`config.mk`:
```
export PLATFORM = sky130hd
export DESIGN_NAME = bank_fsm
export DESIGN_NICKNAME = d
export VERILOG_FILES = /design/src/hw/bank_fsm_pkg.sv /design/src/hw/bank_fsm.sv /design/src/hw/cmd_decode.sv
export SDC_FILE = /design/constraint.sdc
export NUM_CORES = 1
export LEC_CHECK = 0
export BUFFER_PORTS_ARGS = -buffer_cell sky130_fd_sc_hd__buf_2
export CAP_MARGIN = 20
export CORE_ASPECT_RATIO = 1.5
export CORE_UTILIZATION = 29
export CTS_CLUSTER_DIAMETER = 50
export DETAILED_ROUTE_END_ITERATION = 10
export GPL_TIMING_DRIVEN = 0
export PLACE_DENSITY = 0.51
export SLEW_MARGIN = 20
export SYNTH_ARGS = -nofsm -noshare
export SYNTH_HDL_FRONTEND = slang
export SYNTH_SLANG_ARGS = --single-unit
```
`constraint.sdc`:
```
create_clock -name clk_sys -period 3.2 [get_ports clk_sys]
set_clock_uncertainty 0.1 [all_clocks]
set_input_delay 0.96 -clock clk_sys [delete_from_list [all_inputs] [get_ports clk_sys]]
set_output_delay 0.96 -clock clk_sys [all_outputs]
set_load 0.02 [all_outputs]
```
`src/hw/bank_fsm_pkg.sv`:
```
// Package: command codes, states, timing constants for the bank state tracker
package bank_fsm_pkg;

  localparam int unsigned CLK_PERIOD_PS = 10000;
  localparam int unsigned NUM_BANKS     = 4;
  localparam int unsigned BANK_W        = 2;
  localparam int unsigned ROW_W         = 14;
  localparam int unsigned COL_W         = 10;
  localparam int unsigned CNT_W         = 8;
  localparam int unsigned AUTO_CLOSE_BIT = 10;

  // Times in picoseconds
  localparam int unsigned ROW_CLOSE_TIME_PS         = 15000;
  localparam int unsigned ROW_TO_COLUMN_DELAY_PS    = 15000;
  localparam int unsigned WRITE_RECOVERY_TIME_PS    = 15000;
  localparam int unsigned RENEW_CYCLE_TIME_PS       = 105000;
  localparam int unsigned MODE_WRITE_SETTLE_TIME_PS = 20000;

  // Least times round up
  localparam logic [CNT_W-1:0] ROW_CLOSE_CYC =
    CNT_W'((ROW_CLOSE_TIME_PS + CLK_PERIOD_PS - 1) / CLK_PERIOD_PS);
  localparam logic [CNT_W-1:0] ROW_TO_COL_CYC =
    CNT_W'((ROW_TO_COLUMN_DELAY_PS + CLK_PERIOD_PS - 1) / CLK_PERIOD_PS);
  localparam logic [CNT_W-1:0] WRITE_REC_CYC =
    CNT_W'((WRITE_RECOVERY_TIME_PS + CLK_PERIOD_PS - 1) / CLK_PERIOD_PS);
  localparam logic [CNT_W-1:0] RENEW_CYC =
    CNT_W'((RENEW_CYCLE_TIME_PS + CLK_PERIOD_PS - 1) / CLK_PERIOD_PS);
  localparam logic [CNT_W-1:0] MODE_SETTLE_CYC =
    CNT_W'((MODE_WRITE_SETTLE_TIME_PS + CLK_PERIOD_PS - 1) / CLK_PERIOD_PS);

  typedef enum logic [3:0] {
    CMD_DESELECT  = 4'h0,
    CMD_NOP       = 4'h1,
    CMD_FETCH     = 4'h2,
    CMD_STORE     = 4'h3,
    CMD_ROW_OPEN  = 4'h4,
    CMD_CLOSE     = 4'h5,
    CMD_CLOSE_ALL = 4'h6,
    CMD_RENEW     = 4'h7,
    CMD_SELF_RENEW = 4'h8,
    CMD_MODE_WRITE = 4'h9
  } cmd_e;

  typedef enum logic [7:0] {
    ST_IDLE       = 8'h01,
    ST_CLOSING    = 8'h02,
    ST_OPENING    = 8'h04,
    ST_ACTIVE     = 8'h08,
    ST_WR_REC     = 8'h10,
    ST_WR_REC_AC  = 8'h20,
    ST_RENEW      = 8'h40,
    ST_MODE       = 8'h80
  } bank_state_e;

  typedef struct packed {
    logic              cs_n;
    logic              ras_n;
    logic              cas_n;
    logic              we_n;
    logic              cke;
    logic [BANK_W-1:0] bank;
    logic [ROW_W-1:0]  addr;
  } cmd_pins_s;

  typedef struct packed {
    cmd_e              cmd;
    logic [BANK_W-1:0] bank;
    logic              auto_close_flag;
    logic              valid_cmd;
  } cmd_dec_s;

endpackage : bank_fsm_pkg

```
`src/hw/bank_fsm.sv`:
```
// Per-bank transitional state tracker with illegal command detection
`timescale 1ns/1ps
`default_nettype none
module bank_fsm
  import bank_fsm_pkg::*;
(
  input  wire logic           clk_sys,
  input  wire logic           rst_n,
  input  wire cmd_pins_s      pins,
  output logic [4*8-1:0]      bank_state,
  output logic [NUM_BANKS-1:0] illegal_bank,
  output logic                illegal_cmd,
  output logic                self_renew
);

  cmd_dec_s dec;

  cmd_decode u_dec (
    .pins (pins),
    .dec  (dec)
  );

  // Command classes shared by every bank
  logic is_quiet;
  logic is_column;
  logic is_close;

  assign is_quiet  = dec.cmd == CMD_DESELECT || dec.cmd == CMD_NOP;
  assign is_column = dec.cmd == CMD_FETCH || dec.cmd == CMD_STORE;
  assign is_close  = dec.cmd == CMD_CLOSE || dec.cmd == CMD_CLOSE_ALL;

  wire  [NUM_BANKS-1:0] ill_d;
  logic                 dev_ill_d;

  bank_state_e          st_q  [NUM_BANKS];
  logic [CNT_W-1:0]     cnt_q [NUM_BANKS];
  logic                 any_busy;
  logic                 all_idle;

  always_comb begin
    any_busy = 1'b0;
    all_idle = 1'b1;
    for (int i = 0; i < NUM_BANKS; i++) begin
      if (st_q[i] == ST_RENEW || st_q[i] == ST_MODE) begin
        any_busy = 1'b1;
      end
      if (st_q[i] != ST_IDLE) begin
        all_idle = 1'b0;
      end
    end
  end

  // Device-wide commands outside idle are illegal
  always_comb begin
    dev_ill_d = 1'b0;
    if (!dec.valid_cmd) begin
      dev_ill_d = 1'b1;
    end else if (dec.cmd == CMD_RENEW || dec.cmd == CMD_SELF_RENEW || dec.cmd == CMD_MODE_WRITE) begin
      dev_ill_d = !all_idle;
    end else if (any_busy && !is_quiet) begin
      dev_ill_d = 1'b1;
    end
  end

  genvar g;
  generate
    for (g = 0; g < NUM_BANKS; g++) begin : g_bank
      logic             hit;
      logic             held;
      logic             done;
      logic             ill;
      logic [CNT_W-1:0] cnt_dn;
      assign hit      = (dec.bank == BANK_W'(g)) || dec.cmd == CMD_CLOSE_ALL;
      assign held     = dev_ill_d || ill;
      assign done     = cnt_q[g] <= CNT_W'(1);
      assign cnt_dn   = done ? cnt_q[g] : cnt_q[g] - CNT_W'(1);
      assign ill_d[g] = ill;

      // Commands refused in each state of this bank
      always_comb begin
        ill = 1'b0;
        if (hit && dec.valid_cmd && !any_busy) begin
          unique case (st_q[g])
            ST_IDLE: begin
              ill = is_column;
            end
            ST_ACTIVE: begin
              ill = dec.cmd == CMD_ROW_OPEN;
            end
            ST_CLOSING: begin
              ill = is_column || dec.cmd == CMD_ROW_OPEN;
            end
            ST_OPENING: begin
              ill = is_column || is_close || dec.cmd == CMD_ROW_OPEN;
            end
            ST_WR_REC: begin
              ill = dec.cmd == CMD_FETCH || is_close || dec.cmd == CMD_ROW_OPEN;
            end
            ST_WR_REC_AC: begin
              ill = is_column || is_close || dec.cmd == CMD_ROW_OPEN;
            end
            default: begin
              ill = 1'b0;
            end
          endcase
        end
      end

      // State of this bank, frozen by a refused command
      always_ff @(posedge clk_sys or negedge rst_n) begin
        if (!rst_n) begin
          st_q[g] <= ST_IDLE;
        end else if (!held) begin
          unique case (st_q[g])
            ST_IDLE: begin
              if (hit && dec.cmd == CMD_ROW_OPEN) begin
                st_q[g] <= ST_OPENING;
              end else if (dec.cmd == CMD_RENEW) begin
                st_q[g] <= ST_RENEW;
              end else if (dec.cmd == CMD_MODE_WRITE) begin
                st_q[g] <= ST_MODE;
              end
            end
            ST_ACTIVE: begin
              if (hit && is_close) begin
                st_q[g] <= ST_CLOSING;
              end else if (hit && dec.cmd == CMD_STORE) begin
                st_q[g] <= dec.auto_close_flag ? ST_WR_REC_AC : ST_WR_REC;
              end
            end
            ST_CLOSING: begin
              if (done) begin
                st_q[g] <= ST_IDLE;
              end
            end
            ST_OPENING: begin
              if (done) begin
                st_q[g] <= ST_ACTIVE;
              end
            end
            ST_WR_REC: begin
              if (hit && dec.cmd == CMD_STORE) begin
                st_q[g] <= dec.auto_close_flag ? ST_WR_REC_AC : ST_WR_REC;
              end else if (done) begin
                st_q[g] <= ST_ACTIVE;
              end
            end
            ST_WR_REC_AC: begin
              if (done) begin
                st_q[g] <= ST_CLOSING;
              end
            end
            ST_RENEW, ST_MODE: begin
              if (done) begin
                st_q[g] <= ST_IDLE;
              end
            end
            default: begin
              st_q[g] <= ST_IDLE;
            end
          endcase
        end
      end

      // Interval timer of this bank, runs on across refused commands
      always_ff @(posedge clk_sys or negedge rst_n) begin
        if (!rst_n) begin
          cnt_q[g] <= '0;
        end else if (held) begin
          cnt_q[g] <= cnt_dn;
        end else if (st_q[g] == ST_IDLE && hit && dec.cmd == CMD_ROW_OPEN) begin
          cnt_q[g] <= ROW_TO_COL_CYC;
        end else if (st_q[g] == ST_IDLE && dec.cmd == CMD_RENEW) begin
          cnt_q[g] <= RENEW_CYC;
        end else if (st_q[g] == ST_IDLE && dec.cmd == CMD_MODE_WRITE) begin
          cnt_q[g] <= MODE_SETTLE_CYC;
        end else if (st_q[g] == ST_ACTIVE && hit && is_close) begin
          cnt_q[g] <= ROW_CLOSE_CYC;
        end else if ((st_q[g] == ST_ACTIVE || st_q[g] == ST_WR_REC) && hit && dec.cmd == CMD_STORE) begin
          cnt_q[g] <= WRITE_REC_CYC;
        end else if (st_q[g] == ST_WR_REC_AC && done) begin
          cnt_q[g] <= ROW_CLOSE_CYC;
        end else begin
          cnt_q[g] <= cnt_dn;
        end
      end
    end
  endgenerate

  // Registered outputs
  always_ff @(posedge clk_sys or negedge rst_n) begin
    if (!rst_n) begin
      bank_state   <= {NUM_BANKS{ST_IDLE}};
      illegal_bank <= '0;
      illegal_cmd  <= 1'b0;
      self_renew   <= 1'b0;
    end else begin
      for (int i = 0; i < NUM_BANKS; i++) begin
        bank_state[i*8 +: 8] <= st_q[i];
      end
      illegal_bank <= ill_d | {NUM_BANKS{dev_ill_d}};
      illegal_cmd  <= dev_ill_d | (|ill_d);
      self_renew   <= (dec.cmd == CMD_SELF_RENEW) & all_idle;
    end
  end

endmodule : bank_fsm
`default_nettype wire

```
`src/hw/cmd_decode.sv`:
```
// Command decoder from chip select, row, column and write strobes
`timescale 1ns/1ps
`default_nettype none
module cmd_decode
  import bank_fsm_pkg::*;
(
  input  wire cmd_pins_s pins,
  output var cmd_dec_s   dec
);

  always_comb begin
    dec.bank            = pins.bank;
    dec.auto_close_flag = pins.addr[AUTO_CLOSE_BIT];
    dec.valid_cmd       = 1'b1;
    if (pins.cs_n) begin
      dec.cmd = CMD_DESELECT;
    end else begin
      unique case ({pins.ras_n, pins.cas_n, pins.we_n})
        3'b111:  dec.cmd = CMD_NOP;
        3'b101:  dec.cmd = CMD_FETCH;
        3'b100:  dec.cmd = CMD_STORE;
        3'b011:  dec.cmd = CMD_ROW_OPEN;
        3'b010:  dec.cmd = pins.addr[AUTO_CLOSE_BIT] ? CMD_CLOSE_ALL : CMD_CLOSE;
        3'b001:  dec.cmd = pins.cke ? CMD_RENEW : CMD_SELF_RENEW;
        3'b000:  dec.cmd = CMD_MODE_WRITE;
        default: begin
          dec.cmd       = CMD_NOP;
          dec.valid_cmd = 1'b0;
        end
      endcase
    end
  end

endmodule : cmd_decode
`default_nettype wire

```
==> summary.txt, run 1 <==
Hold path
  • Worst Hold Class: reg2reg
  • Hold Crit Depth: 0

Critical path
  • Worst path cell trace: or4_4 > or4bb_4 > o41ai_4 > o211a_4 > o31ai_4 > nor4_4 > buf_4 > mux2_4
  • Worst Path Class, Setup: reg2reg
  • Critical Path RT: 3.33 ns
  • Crit path max fanout: 5
  • Register-to-register setup slack: -0.05 ns
  • CP endpoint kind: flip-flop
  • Startpoint Class: flip-flop
  • Worst Reg-to-Reg Cells: 8
  • CP max-delay cell: or4bb_4
  • Worst setup path startpoint: st_q[11]$_DFFE_PN0P_
  • Reg-to-Reg End: st_q[17]$_DFFE_PN0P_
  • Setup crit end: st_q[17]$_DFFE_PN0P_
  • Max incr delay on CP: 0.58 ns
  • RR Startpoint: st_q[11]$_DFFE_PN0P_
  • Top delay family on crit path: simple AND/OR/NAND/NOR gates
  • Worst path depth: 8
  • Critical Path AT: 3.38 ns
  • Crit path buffers/inverters: 1

Global route
  • GRT overflow: 0
  • Vias in the first global route: 4911
  • Largest net degree at the start of global routing: 60
  • Global-route wire length before repair: between 20000 and 25000 µm
  • Initial antenna violation count: 1
  • Total track usage: 0.1595

Die
  • Die Span X: ~120 µm
  • Die area: 0.02013 mm²
  • Die Span Y: 173.3 µm
  • Std-Cell Rows: 62
  • Initial Util: 0.2959
  • Core outline area: roughly 0.019 mm²
  • I/O pins: 61

CTS
  • CTS Hold Buffers Added: 0
  • CTS tree: done
  • Worst-Skew Late Latency: roughly 0.34 ns
  • Worst-path clk slew: 0.07 ns
  • Clock sinks: 102
  • Num CTS Buffers: 9
  • Max Buffers Root-to-Sink: 2
  • CTS HTree Levels: 3
  • Root buf cell: clkbuf_16

Place
  • Input/output buffers: 45
  • Post-DP HPWL: 11210 µm
  • Placer Congestion: around 0.87

Drt
  • Top sig layer: met4
  • Post-route DRC: 0
  • Via density: 5.257
  • Met2 WL: 7735 µm
  • DRT iter0 DRCs: roughly 300
  • Met3 WL post-DR: 600 µm
  • Vias: just under 5000
  • Metal-1 WL: 6362 µm
  • Post-Route WL: 15550 µm
  • DR pass1 iterations: 5
  • Final ANT Viol Nets: 0
  • Drt wl/cell: 16.51 µm

STA
  • Worst slew margin: 0.3540
  • Final Max Slew Viols: 0
  • Setup slack after layout: -0.04825 ns
  • Worst slew pin tran: 0.9610 ns
  • Crit share post-route: 1.015
  • Final Hold Fails: 0
  • RSZ-0062 raised after global routing: true
  • Setup violators final: 5
  • Min Clock Period, post-route: 3.248 ns
  • FMAX: 0.3079 GHz
  • Setup TNS: -0.1012 ns

Cells and area
  • Layout cell share with drive strength beyond 1: 0.2365
  • Final nets: approximately 700
  • P&R area growth vs syn: 24.36%
  • Filler Cells Inserted: approximately 2000
  • Final core utilization: 0.3680

Outcome
  • Status: finished, violations left
  • Violated checks: negative setup slack

Logic synthesis
  • Post-Syn Area: 0.005670 mm²
  • Synthesized net count: between 600 and 700
  • Count of unique library cells instantiated by Yosys: 73
  • Main flop type after synthesis: dfrtp_1
  • Syn Area/Cell: 9.435 µm²
  • Sequential share of the synthesized area: 0.4519
  • Share of flip-flops with an asynchronous set or reset: 1.000
  • EDFF count, synth: 0
  • Gate Count Post-Synth: 601
  • Yosys reg bits: 102
  • Synth Warn #: 0

Pwr
  • Psw: between 2 and 2.5 mW
  • Int Power: 3.428 mW
  • Maximum VDD drop: just over 300 µV
  • Sequential Power Share: 0.349
  • Clk pwr share: 0.193
  • Switching Fraction: 0.3966
  • Comb power frac: 0.458
  • Power per cell area: between 800 and 900 mW/mm²
  • Leakage: around 3.1 nW

Flow run
  • Total of max-cap violations: 0
worst min-delay path by stage:
stage                               startpoint                  endpoint  slack [ns]
after global placement    st_q[24]$_DFFE_PN1P_   bank_state[0]$_DFF_PN1_        0.26
after global routing      st_q[24]$_DFFE_PN1P_   bank_state[0]$_DFF_PN1_        0.27
after detailed placement  st_q[24]$_DFFE_PN1P_   bank_state[0]$_DFF_PN1_        0.26
after floorplan            st_q[9]$_DFFE_PN0P_  bank_state[17]$_DFF_PN0_        0.25
after CTS                 st_q[24]$_DFFE_PN1P_   bank_state[0]$_DFF_PN1_        0.27
final                     st_q[24]$_DFFE_PN1P_   bank_state[0]$_DFF_PN1_        0.27
routing by layer:
metal | global-route usage | up-vias
li1 | - | 2354
met2 | 0.2636 | 145
met4 | 0.09562 | 0
met5 | 0 | -
met3 | 0.02657 | 52
met1 | 0.1914 | 2401
state kept, by name (all words and copies together), names as in the netlist:
| register | count |
|---|---|
| st_q | 32 |
| illegal_bank | 4 |
| cnt_q | 32 |
| self_renew | 1 |
| bank_state | 32 |
| illegal_cmd | 1 |
layout by cell type (no fill, tap or decap), drive strengths merged, types with 4 or more instances in the layout:
cell type  instances
xnor2             23
nand4b            11
xor2              11
ha                 8
nor2              66
a22oi              4
a32o               4
o21a               7
buf               75
a21o               9
nor4b              5
or4               11
nand2             51
nor2b              9
o31ai             12
dfrtp             94
nand3             12
inv               23
nand2b            15
o211ai             5
nor3b              4
a21boi             4
nand4              4
a21oi             26
nor3              19
and2               6
o21ai             30
nor4              26
clkbuf            28
mux2               6
dfstp              8
or3                5
timing repair:
| item | 4_1_cts | 5_1_grt |
|---|---|---|
| endpoints found under the setup margin | 66 | 49 |
| setup buffers | 16 | 7 |
| cloned | 0 | 1 |
| pin swaps | 11 | 10 |
| resized for setup | 46 | 28 |
final cells by class:
class / instances / area, µm² / area share
multi-input combinational: 453 / 3218 / 0.4564
sequential: 102 / 2570 / 0.3644
timing repair buffer: 70 / 444.2 / 0.06299
tap: 256 / 320.3 / 0.04542
clock buffer: 10 / 229.0 / 0.03247
buffer: 23 / 121.4 / 0.01721
inverter: 21 / 78.83 / 0.01118
clock inverter: 6 / 67.56 / 0.009581
antenna: 1 / 2.502 / 0.0003549
kinds of logic after synthesis:
logic type                 after synthesis  share of synthesized area
adders and majority gates                8                    0.01765
muxes                                    9                    0.01787
AOI/OAI and AO/OA                      136                     0.1708
DFF                                    102                     0.4519
xor gates and xnor gates                34                    0.05251
buffers and inverters                   46                    0.03089
and+or+nand+nor                        266                     0.2584
synthesized netlist by cell type (4+ instances only):
library cell	n	area, µm²
xor2_1	11	96.34
clkbuf_1	22	82.58
nor4b_1	5	43.79
or4_1	10	75.07
and2_1	6	37.54
nand3_1	12	60.06
a21boi_0	4	30.03
nand2b_1	15	93.84
a32o_1	4	40.04
nand2_1	51	191.4
dfrtp_1	94	2352
inv_1	21	78.83
nor2b_1	9	56.30
mux2_2	5	56.30
o21ai_0	28	140.1
a21o_1	9	67.56
nand4_1	4	25.02
o31ai_1	11	82.58
o211ai_1	5	37.54
nor3b_1	4	30.03
o21a_1	7	52.55
nand4b_1	11	96.34
or3_1	5	31.28
nor4_1	25	156.4
xnor2_1	23	201.4
ha_1	8	100.1
nor3_1	18	90.09
a21oi_1	26	130.1
nor2_1	66	247.7
dfstp_2	8	210.2
a22oi_1	4	30.03
power by group through the flow:
stage          Combinational (mW)  Clock [mW]  Sequential, mW
6_report                     2.60        1.10            1.98
2_1_floorplan                1.56           0            2.03
4_1_cts                      2.47        1.14            1.98
5_1_grt                      2.86        1.19            2.03
3_5_place_dp                 2.15           0            1.99
3_3_place_gp                 2.12           0            1.98
per-stage QoR:
stage	power, mW	cell area [µm²]	cells	hold WS [ns]	setup WS, ns
final	5.681	7052	942	0.2660	-0.04825
after detailed placement	4.149	6282	903	0.2573	-1.195
after floorplan	3.589	5690	601	0.2519	0.001966
after global routing	6.088	7052	942	0.2719	-0.1021
after global placement	4.103	6236	902	0.2571	-1.202
after CTS	5.582	6894	934	0.2669	-0.06266
Note: power is estimated with default switching activity, not from simulation.
==> run 2: changes to the inputs <==
--- a/config.mk
+++ b/config.mk
@@ -9,10 +9,10 @@
 export CAP_MARGIN = 20
 export CORE_ASPECT_RATIO = 1.5
 export CORE_UTILIZATION = 29
-export CTS_CLUSTER_DIAMETER = 50
+export CTS_CLUSTER_DIAMETER = 120
 export DETAILED_ROUTE_END_ITERATION = 10
 export GPL_TIMING_DRIVEN = 0
-export PLACE_DENSITY = 0.51
+export PLACE_DENSITY_LB_ADDON = 0.25
 export SLEW_MARGIN = 20
 export SYNTH_ARGS = -nofsm -noshare
 export SYNTH_HDL_FRONTEND = slang
==> run 2 against run 1 <==
The flow now finishes without violations; core utilization barely moved; fmax rose by 2.6%; cell area barely moved; sequential power barely moved; global-route usage rose by 0.53 points; via count rose by 2.4%; routed wire length rose by 2.4%; final cell count rose by 0.32%; non-clock buffer count rose by 3; sequential share of layout area barely moved; critical path type is now in2reg; critical endpoint is now st_q[1]$_DFFE_PN0P_.
==> summary.txt, run 2 (synthesized netlist as in run 1, its figures left out) <==
Drt
  • Vias: 5070 (+2.4%)
  • Drt wl/cell: 16.85 µm (+2.1%)
  • Final ANT Viol Nets: 0 (unchanged)
  • DR pass1 iterations: 5 (unchanged)
  • Post-route DRC: 0 (unchanged)
  • Via density: 5.365 (+2.1%)
  • DRT iter0 DRCs: 348 (+17%)
  • Post-Route WL: 15920 µm (+2.4%)

Critical path
  • CP max-delay cell: or4b_4
  • Startpoint Class: input port
  • Critical Path AT: 3.31 ns (-0.07 ns)
  • Top delay family on crit path: simple AND/OR/NAND/NOR gates
  • Critical Path RT: 3.34 ns (about the same)
  • RR Startpoint: st_q[11]$_DFFE_PN0P_
  • Worst path cell trace: buf_2 > clkbuf_2 > or4b_4 > o2bb2ai_2 > o32a_1 > o2111ai_2 > or3_1 > clkbuf_2 > mux2_2
  • Crit path buffers/inverters: 3 (+2)
  • Crit path max fanout: 10 (+5)
  • Worst setup path startpoint: pins[17]
  • Top cell by count, worst path: clkbuf_2
  • Worst Path Class, Setup: in2reg
  • Max incr delay on CP: 0.61 ns (+0.03 ns)
  • CP endpoint kind: flip-flop

Die
  • Die Span Y: 173.3 µm (unchanged)
  • Die area: 0.02013 mm² (unchanged)
  • Std-Cell Rows: 62 (unchanged)
  • I/O pins: 61 (unchanged)
  • Die Span X: 116.2 µm (unchanged)
  • Initial Util: 0.2959 (unchanged)
  • Core outline area: 0.01916 mm² (unchanged)

Place
  • Input/output buffers: 45 (unchanged)
  • Placer Congestion: 0.8798 (+1.4%)
  • Post-DP HPWL: 11330 µm (+1.1%)

Outcome
  • Status: complete, no violations

CTS
  • CTS tree: done
  • CTS HTree Levels: 3 (unchanged)
  • Max Buffers Root-to-Sink: 2 (unchanged)
  • Clock sinks: 102 (unchanged)
  • Worst-Skew Late Latency: 0.35 ns (about the same)
  • Root buf cell: clkbuf_16
  • Num CTS Buffers: 9 (unchanged)
  • Worst-path clk slew: 0.07 ns (about the same)

STA
  • Crit share post-route: 0.9892 (-0.02587)
  • Worst slew margin: 0.4332 (+0.07922)
  • Final Hold Fails: 0 (unchanged)
  • FMAX: 0.3159 GHz (+2.6%)
  • Final Max Slew Viols: 0 (unchanged)
  • Min Clock Period, post-route: 3.165 ns (-0.08278 ns)
  • RSZ-0062 raised after global routing: true
  • Setup TNS: 0 ns (+0.1012 ns)
  • Setup violators final: 0 (-5)
  • Worst slew pin tran: 0.8431 ns (-0.1179 ns)

Cells and area
  • Most frequent cells in the layout: dfrtp_1 (89), nor2_1 (65), nand2_1 (49)
  • Final core utilization: 0.3678 (about the same)
  • P&R area growth vs syn: 24.27% (about the same)
  • Layout cell share with drive strength beyond 1: 0.2340 (-0.002485)
  • Top Registers: bank_state: 32 flops, cnt_q: 32 flops, st_q: 32 flops
  • Final nets: 714 (+0.42%)
  • Commonest non-fill, non-tap cell in the layout: dfrtp_1
  • Filler Cells Inserted: 1962 (-0.36%)

Global route
  • Largest net degree at the start of global routing: 64 (+6.7%)
  • Total track usage: 0.1648 (+0.005253)
  • Vias in the first global route: 5004 (+1.9%)
  • Initial antenna violation count: 1 (unchanged)
  • Global-route wire length before repair: 25740 µm (+3.1%)
  • GRT overflow: 0 (unchanged)

Pwr
  • Power per cell area: 814.1 mW/mm² (+1.0%)
  • Leakage: 3.088 nW (+0.52%)
  • Maximum VDD drop: 314.7 µV (+2.4%)

Hold path
  • HP Start: st_q[16]$_DFFE_PN1P_
  • Worst Hold Class: reg2reg

Flow run
  • Total of max-cap violations: 0 (unchanged)
run 2: path summary, 6_finish.rpt:
path | endpoint | slack [ns] | cells past startpoint
max reg2reg | st_q[1]$_DFFE_PN0P_ | 0.05 | 7
min reg2reg | bank_state[8]$_DFF_PN1_ | 0.27 | 0
max in group asynchronous | bank_state[16]$_DFF_PN1_ | 1.91 | 2
max | st_q[1]$_DFFE_PN0P_ | 0.03 | 9
min in group asynchronous | bank_state[15]$_DFF_PN0_ | 0.40 | 1
min | bank_state[8]$_DFF_PN1_ | 0.27 | 0
run 2: report_power, final:
| group | switching, mW | internal, mW |
|---|---|---|
| Clock | 0.493 | 0.610 |
| Sequential | 0.325 | 1.67 |
| Combinational | 1.46 | 1.18 |
run 2: layer usage:
metal	up-vias	GRT usage	routed length [µm]
met1	2488	0.1983	6523
met2	160	0.2679	7830
met3	56	0.02657	602
met5	-	0	0
li1	2366	-	-
met4	0	0.1079	965
run 2: layout make-up:
class | count | area, µm² | area share
Multi-Input combinational cell | 453 | 3198 | 0.4538
Sequential cell | 102 | 2569 | 0.3645
Timing Repair Buffer | 73 | 473.0 | 0.06712
Tap cell | 256 | 320.3 | 0.04545
Clock buffer | 11 | 232.7 | 0.03303
Buffer | 23 | 115.1 | 0.01634
Inverter | 21 | 78.83 | 0.01119
Clock inverter | 5 | 57.56 | 0.008168
Antenna cell | 1 | 2.502 | 0.0003551
run 2: timing repair:
action	4_1_cts	5_1_grt
hold buffers	0	0
setup endpoints to repair	67	49
setup buffers	22	5
endpoints found under the hold margin	0	0
resized for setup	46	24
pin swaps	12	9
gates cloned	1	0
run 2: metrics by stage:
stage	cell area, µm²	hold WS (ns)	setup slack (ns)	cells	power [mW]
2_1_floorplan	5690	0.2519	0.001966	601	3.589
3_3_place_gp	6236	0.2576	-1.178	902	4.107
3_5_place_dp	6282	0.2562	-1.148	903	4.176
4_1_cts	6925	0.2666	-0.02967	942	5.672
5_1_grt	7047	0.2710	-0.02121	945	6.130
6_report	7047	0.2671	0.03453	945	5.737
==> run 3: changes to the inputs <==
--- a/config.mk
+++ b/config.mk
@@ -13,6 +13,7 @@
 export DETAILED_ROUTE_END_ITERATION = 10
 export GPL_TIMING_DRIVEN = 0
 export PLACE_DENSITY_LB_ADDON = 0.25
+export REMOVE_ABC_BUFFERS = 1
 export SLEW_MARGIN = 20
 export SYNTH_ARGS = -nofsm -noshare
 export SYNTH_HDL_FRONTEND = slang
==> run 3 against run 2 <==
Core utilization shrank 0.20 points; critical endpoint is now st_q[25]$_DFFE_PN0P_; worst setup slack lost 0.12 ns; sequential share of layout area grew 0.21 points; the flow now finishes with violations (negative setup slack); global-route usage shrank 0.34 points.
==> summary.txt, run 3 (synthesized netlist as in run 1, its figures left out) <==
Cells and area
  • Commonest non-fill, non-tap cell in the layout: dfrtp_1
  • Finished Layout Cells: 930 (-1.6%)
  • Layout cell share with drive strength beyond 1: 0.2478 (+0.01376)
  • Antenna Cells: 0 (-1)
  • Final Instance Area: 0.007009 mm² (-0.53%)
  • Most frequent cells in the layout: dfrtp_1 (88), nor2_1 (65), nand2_1 (48)
  • Top Registers: bank_state: 32 flops, cnt_q: 32 flops, st_q: 32 flops
  • Final nets: 700 (-2.0%)
  • Final core utilization: 0.3658 (-0.001959)
  • P&R area growth vs syn: 23.61%

STA
  • Min Clock Period, post-route: 3.281 ns (+0.1151 ns)
  • RSZ-0062 raised after global routing: true
  • WHS: 0.3082 ns (+0.04108 ns)
  • Setup slack after layout: -0.08061 ns (-0.1151 ns)
  • Setup TNS: -0.3938 ns (-0.3938 ns)
  • Setup violators final: 14 (+14)
  • FMAX: 0.3048 GHz (-3.5%)
  • Worst slew margin: 0.4151 (-0.01811)
  • Crit share post-route: 1.025 (+0.03598)
  • Final Hold Fails: 0 (unchanged)
  • Final Max Slew Viols: 0 (unchanged)
  • Worst slew pin tran: 0.8700 ns (+0.02694 ns)

Critical path
  • Worst Path Class, Setup: reg2reg
  • Startpoint Class: flip-flop
  • CP max-delay cell: or4bb_4
  • CP endpoint kind: flip-flop
  • Worst setup path startpoint: st_q[10]$_DFFE_PN0P_
  • Crit path max fanout: 6 (-4)
  • Worst path cell trace: or4_4 > or4bb_4 > o41ai_4 > o211a_4 > buf_4 > o211ai_1 > buf_4 > buf_4 > mux2_2
  • Top cell by count, worst path: buf_4
  • RR Startpoint: st_q[10]$_DFFE_PN0P_
  • Max incr delay on CP: 0.57 ns (-0.04 ns)
  • Critical Path AT: 3.42 ns (+0.11 ns)
  • Critical Path RT: 3.34 ns (about the same)

Global route
  • Initial antenna violation count: 0 (-1)
  • GRT overflow: 0 (unchanged)
  • Vias in the first global route: 4857 (-2.9%)
  • Total track usage: 0.1614 (-0.003351)
  • Global-route wire length before repair: 25060 µm (-2.7%)
  • Largest net degree at the start of global routing: 53 (-17%)

Die
  • Die area: 0.02013 mm² (unchanged)
  • Initial Util: 0.2959 (unchanged)
  • I/O pins: 61 (unchanged)
  • Std-Cell Rows: 62 (unchanged)
  • Die Span Y: 173.3 µm (unchanged)
  • Die Span X: 116.2 µm (unchanged)
  • Core outline area: 0.01916 mm² (unchanged)

CTS
  • CTS HTree Levels: 3 (unchanged)
  • Max Buffers Root-to-Sink: 2 (unchanged)
  • Worst-Skew Late Latency: 0.35 ns (about the same)
  • Root buf cell: clkbuf_16
  • CTS Hold Buffers Added: 0 (unchanged)
  • CTS tree: done
  • Worst-path clk slew: 0.07 ns (about the same)
  • Num CTS Buffers: 9 (unchanged)
  • Clock sinks: 102 (unchanged)

Place
  • Post-DP HPWL: 10970 µm (-3.2%)
  • Placed cell area: 0.006203 mm² (-1.3%)
  • Placer Congestion: 0.9012 (+2.4%)
  • Input/output buffers: 47 (+4.4%)
  • # placed instances: 882 (-2.3%)

Hold path
  • HP Start: st_q[0]$_DFFE_PN1P_
  • Worst Hold Class: reg2reg

Drt
  • Via density: 5.238 (-2.4%)
  • Vias: 4871 (-3.9%)
  • Post-Route WL: 15520 µm (-2.5%)
  • Final ANT Viol Nets: 0 (unchanged)
  • DR pass1 iterations: 4 (-1)
  • DRT iter0 DRCs: 301 (-14%)
  • Post-route DRC: 0 (unchanged)
  • Drt wl/cell: 16.69 µm (-0.95%)

Outcome
  • Violated checks: negative setup slack
  • Status: finished, violations left

Pwr
  • Power per cell area: 811.8 mW/mm² (-0.28%)
  • Leakage: 3.073 nW (-0.48%)
  • Maximum VDD drop: 374.8 µV (+19%)

Flow run
  • Total of max-cap violations: 0 (unchanged)
[run 3: report_power, final]
group	internal (mW)	switching [mW]
registers	1.67	0.344
clock network	0.703	0.475
logic	1.10	1.39
[run 3: layout make-up]
cell class | instances | area, µm²
tap | 256 | 320.3
clock buffer | 10 | 239.0
clock inverter | 6 | 85.08
sequential | 102 | 2570
fill | 1955 | 12150
inverter | 21 | 78.83
multi-input combinational | 453 | 3187
timing repair buffer | 82 | 529.3
[run 3: path summary, 6_finish.rpt]
kind	to	slack (ns)	cells past startpoint
setup / recovery	st_q[25]$_DFFE_PN0P_	-0.08	9
hold / removal	bank_state[24]$_DFF_PN1_	0.31	0
setup reg to reg	st_q[25]$_DFFE_PN0P_	-0.08	9
hold reg to reg	bank_state[24]$_DFF_PN1_	0.31	0
max in group asynchronous	st_q[0]$_DFFE_PN1P_	1.88	2
min in group asynchronous	bank_state[6]$_DFF_PN0_	0.44	1
[run 3: metrics by stage]
step | power (mW) | setup slack [ns]
after floorplan | 3.542 | -0.4016
after global placement | 4.065 | -2.034
after detailed placement | 4.132 | -1.207
after CTS | 5.583 | -0.05677
after global routing | 6.102 | -0.1576
final | 5.690 | -0.08061
[run 3: worst max-delay path, delay by kind of cell (launching register included)]
family	cells	cell delay, ns
DFF	1	0.40
muxes	1	0.27
buffers and inverters	3	0.49
AOI/OAI and AO/OA	3	0.79
and+or+nand+nor	2	1.11
[run 3: metal layers]
layer	GRT usage	part of all wire	routed length [µm]	vias up
li1	-	-	-	2339
met2	0.2639	0.49	7615	113
met3	0.03357	0.040	615	46
met5	0	0	0	-
met1	0.1922	0.42	6482	2373
met4	0.09615	0.052	806	0
[run 3: timing repair]
action	in CTS	in global routing
pin swaps	14	6
cloned	0	1
buffers inserted	19	12
gates resized for setup	30	23
setup endpoints to repair	59	45
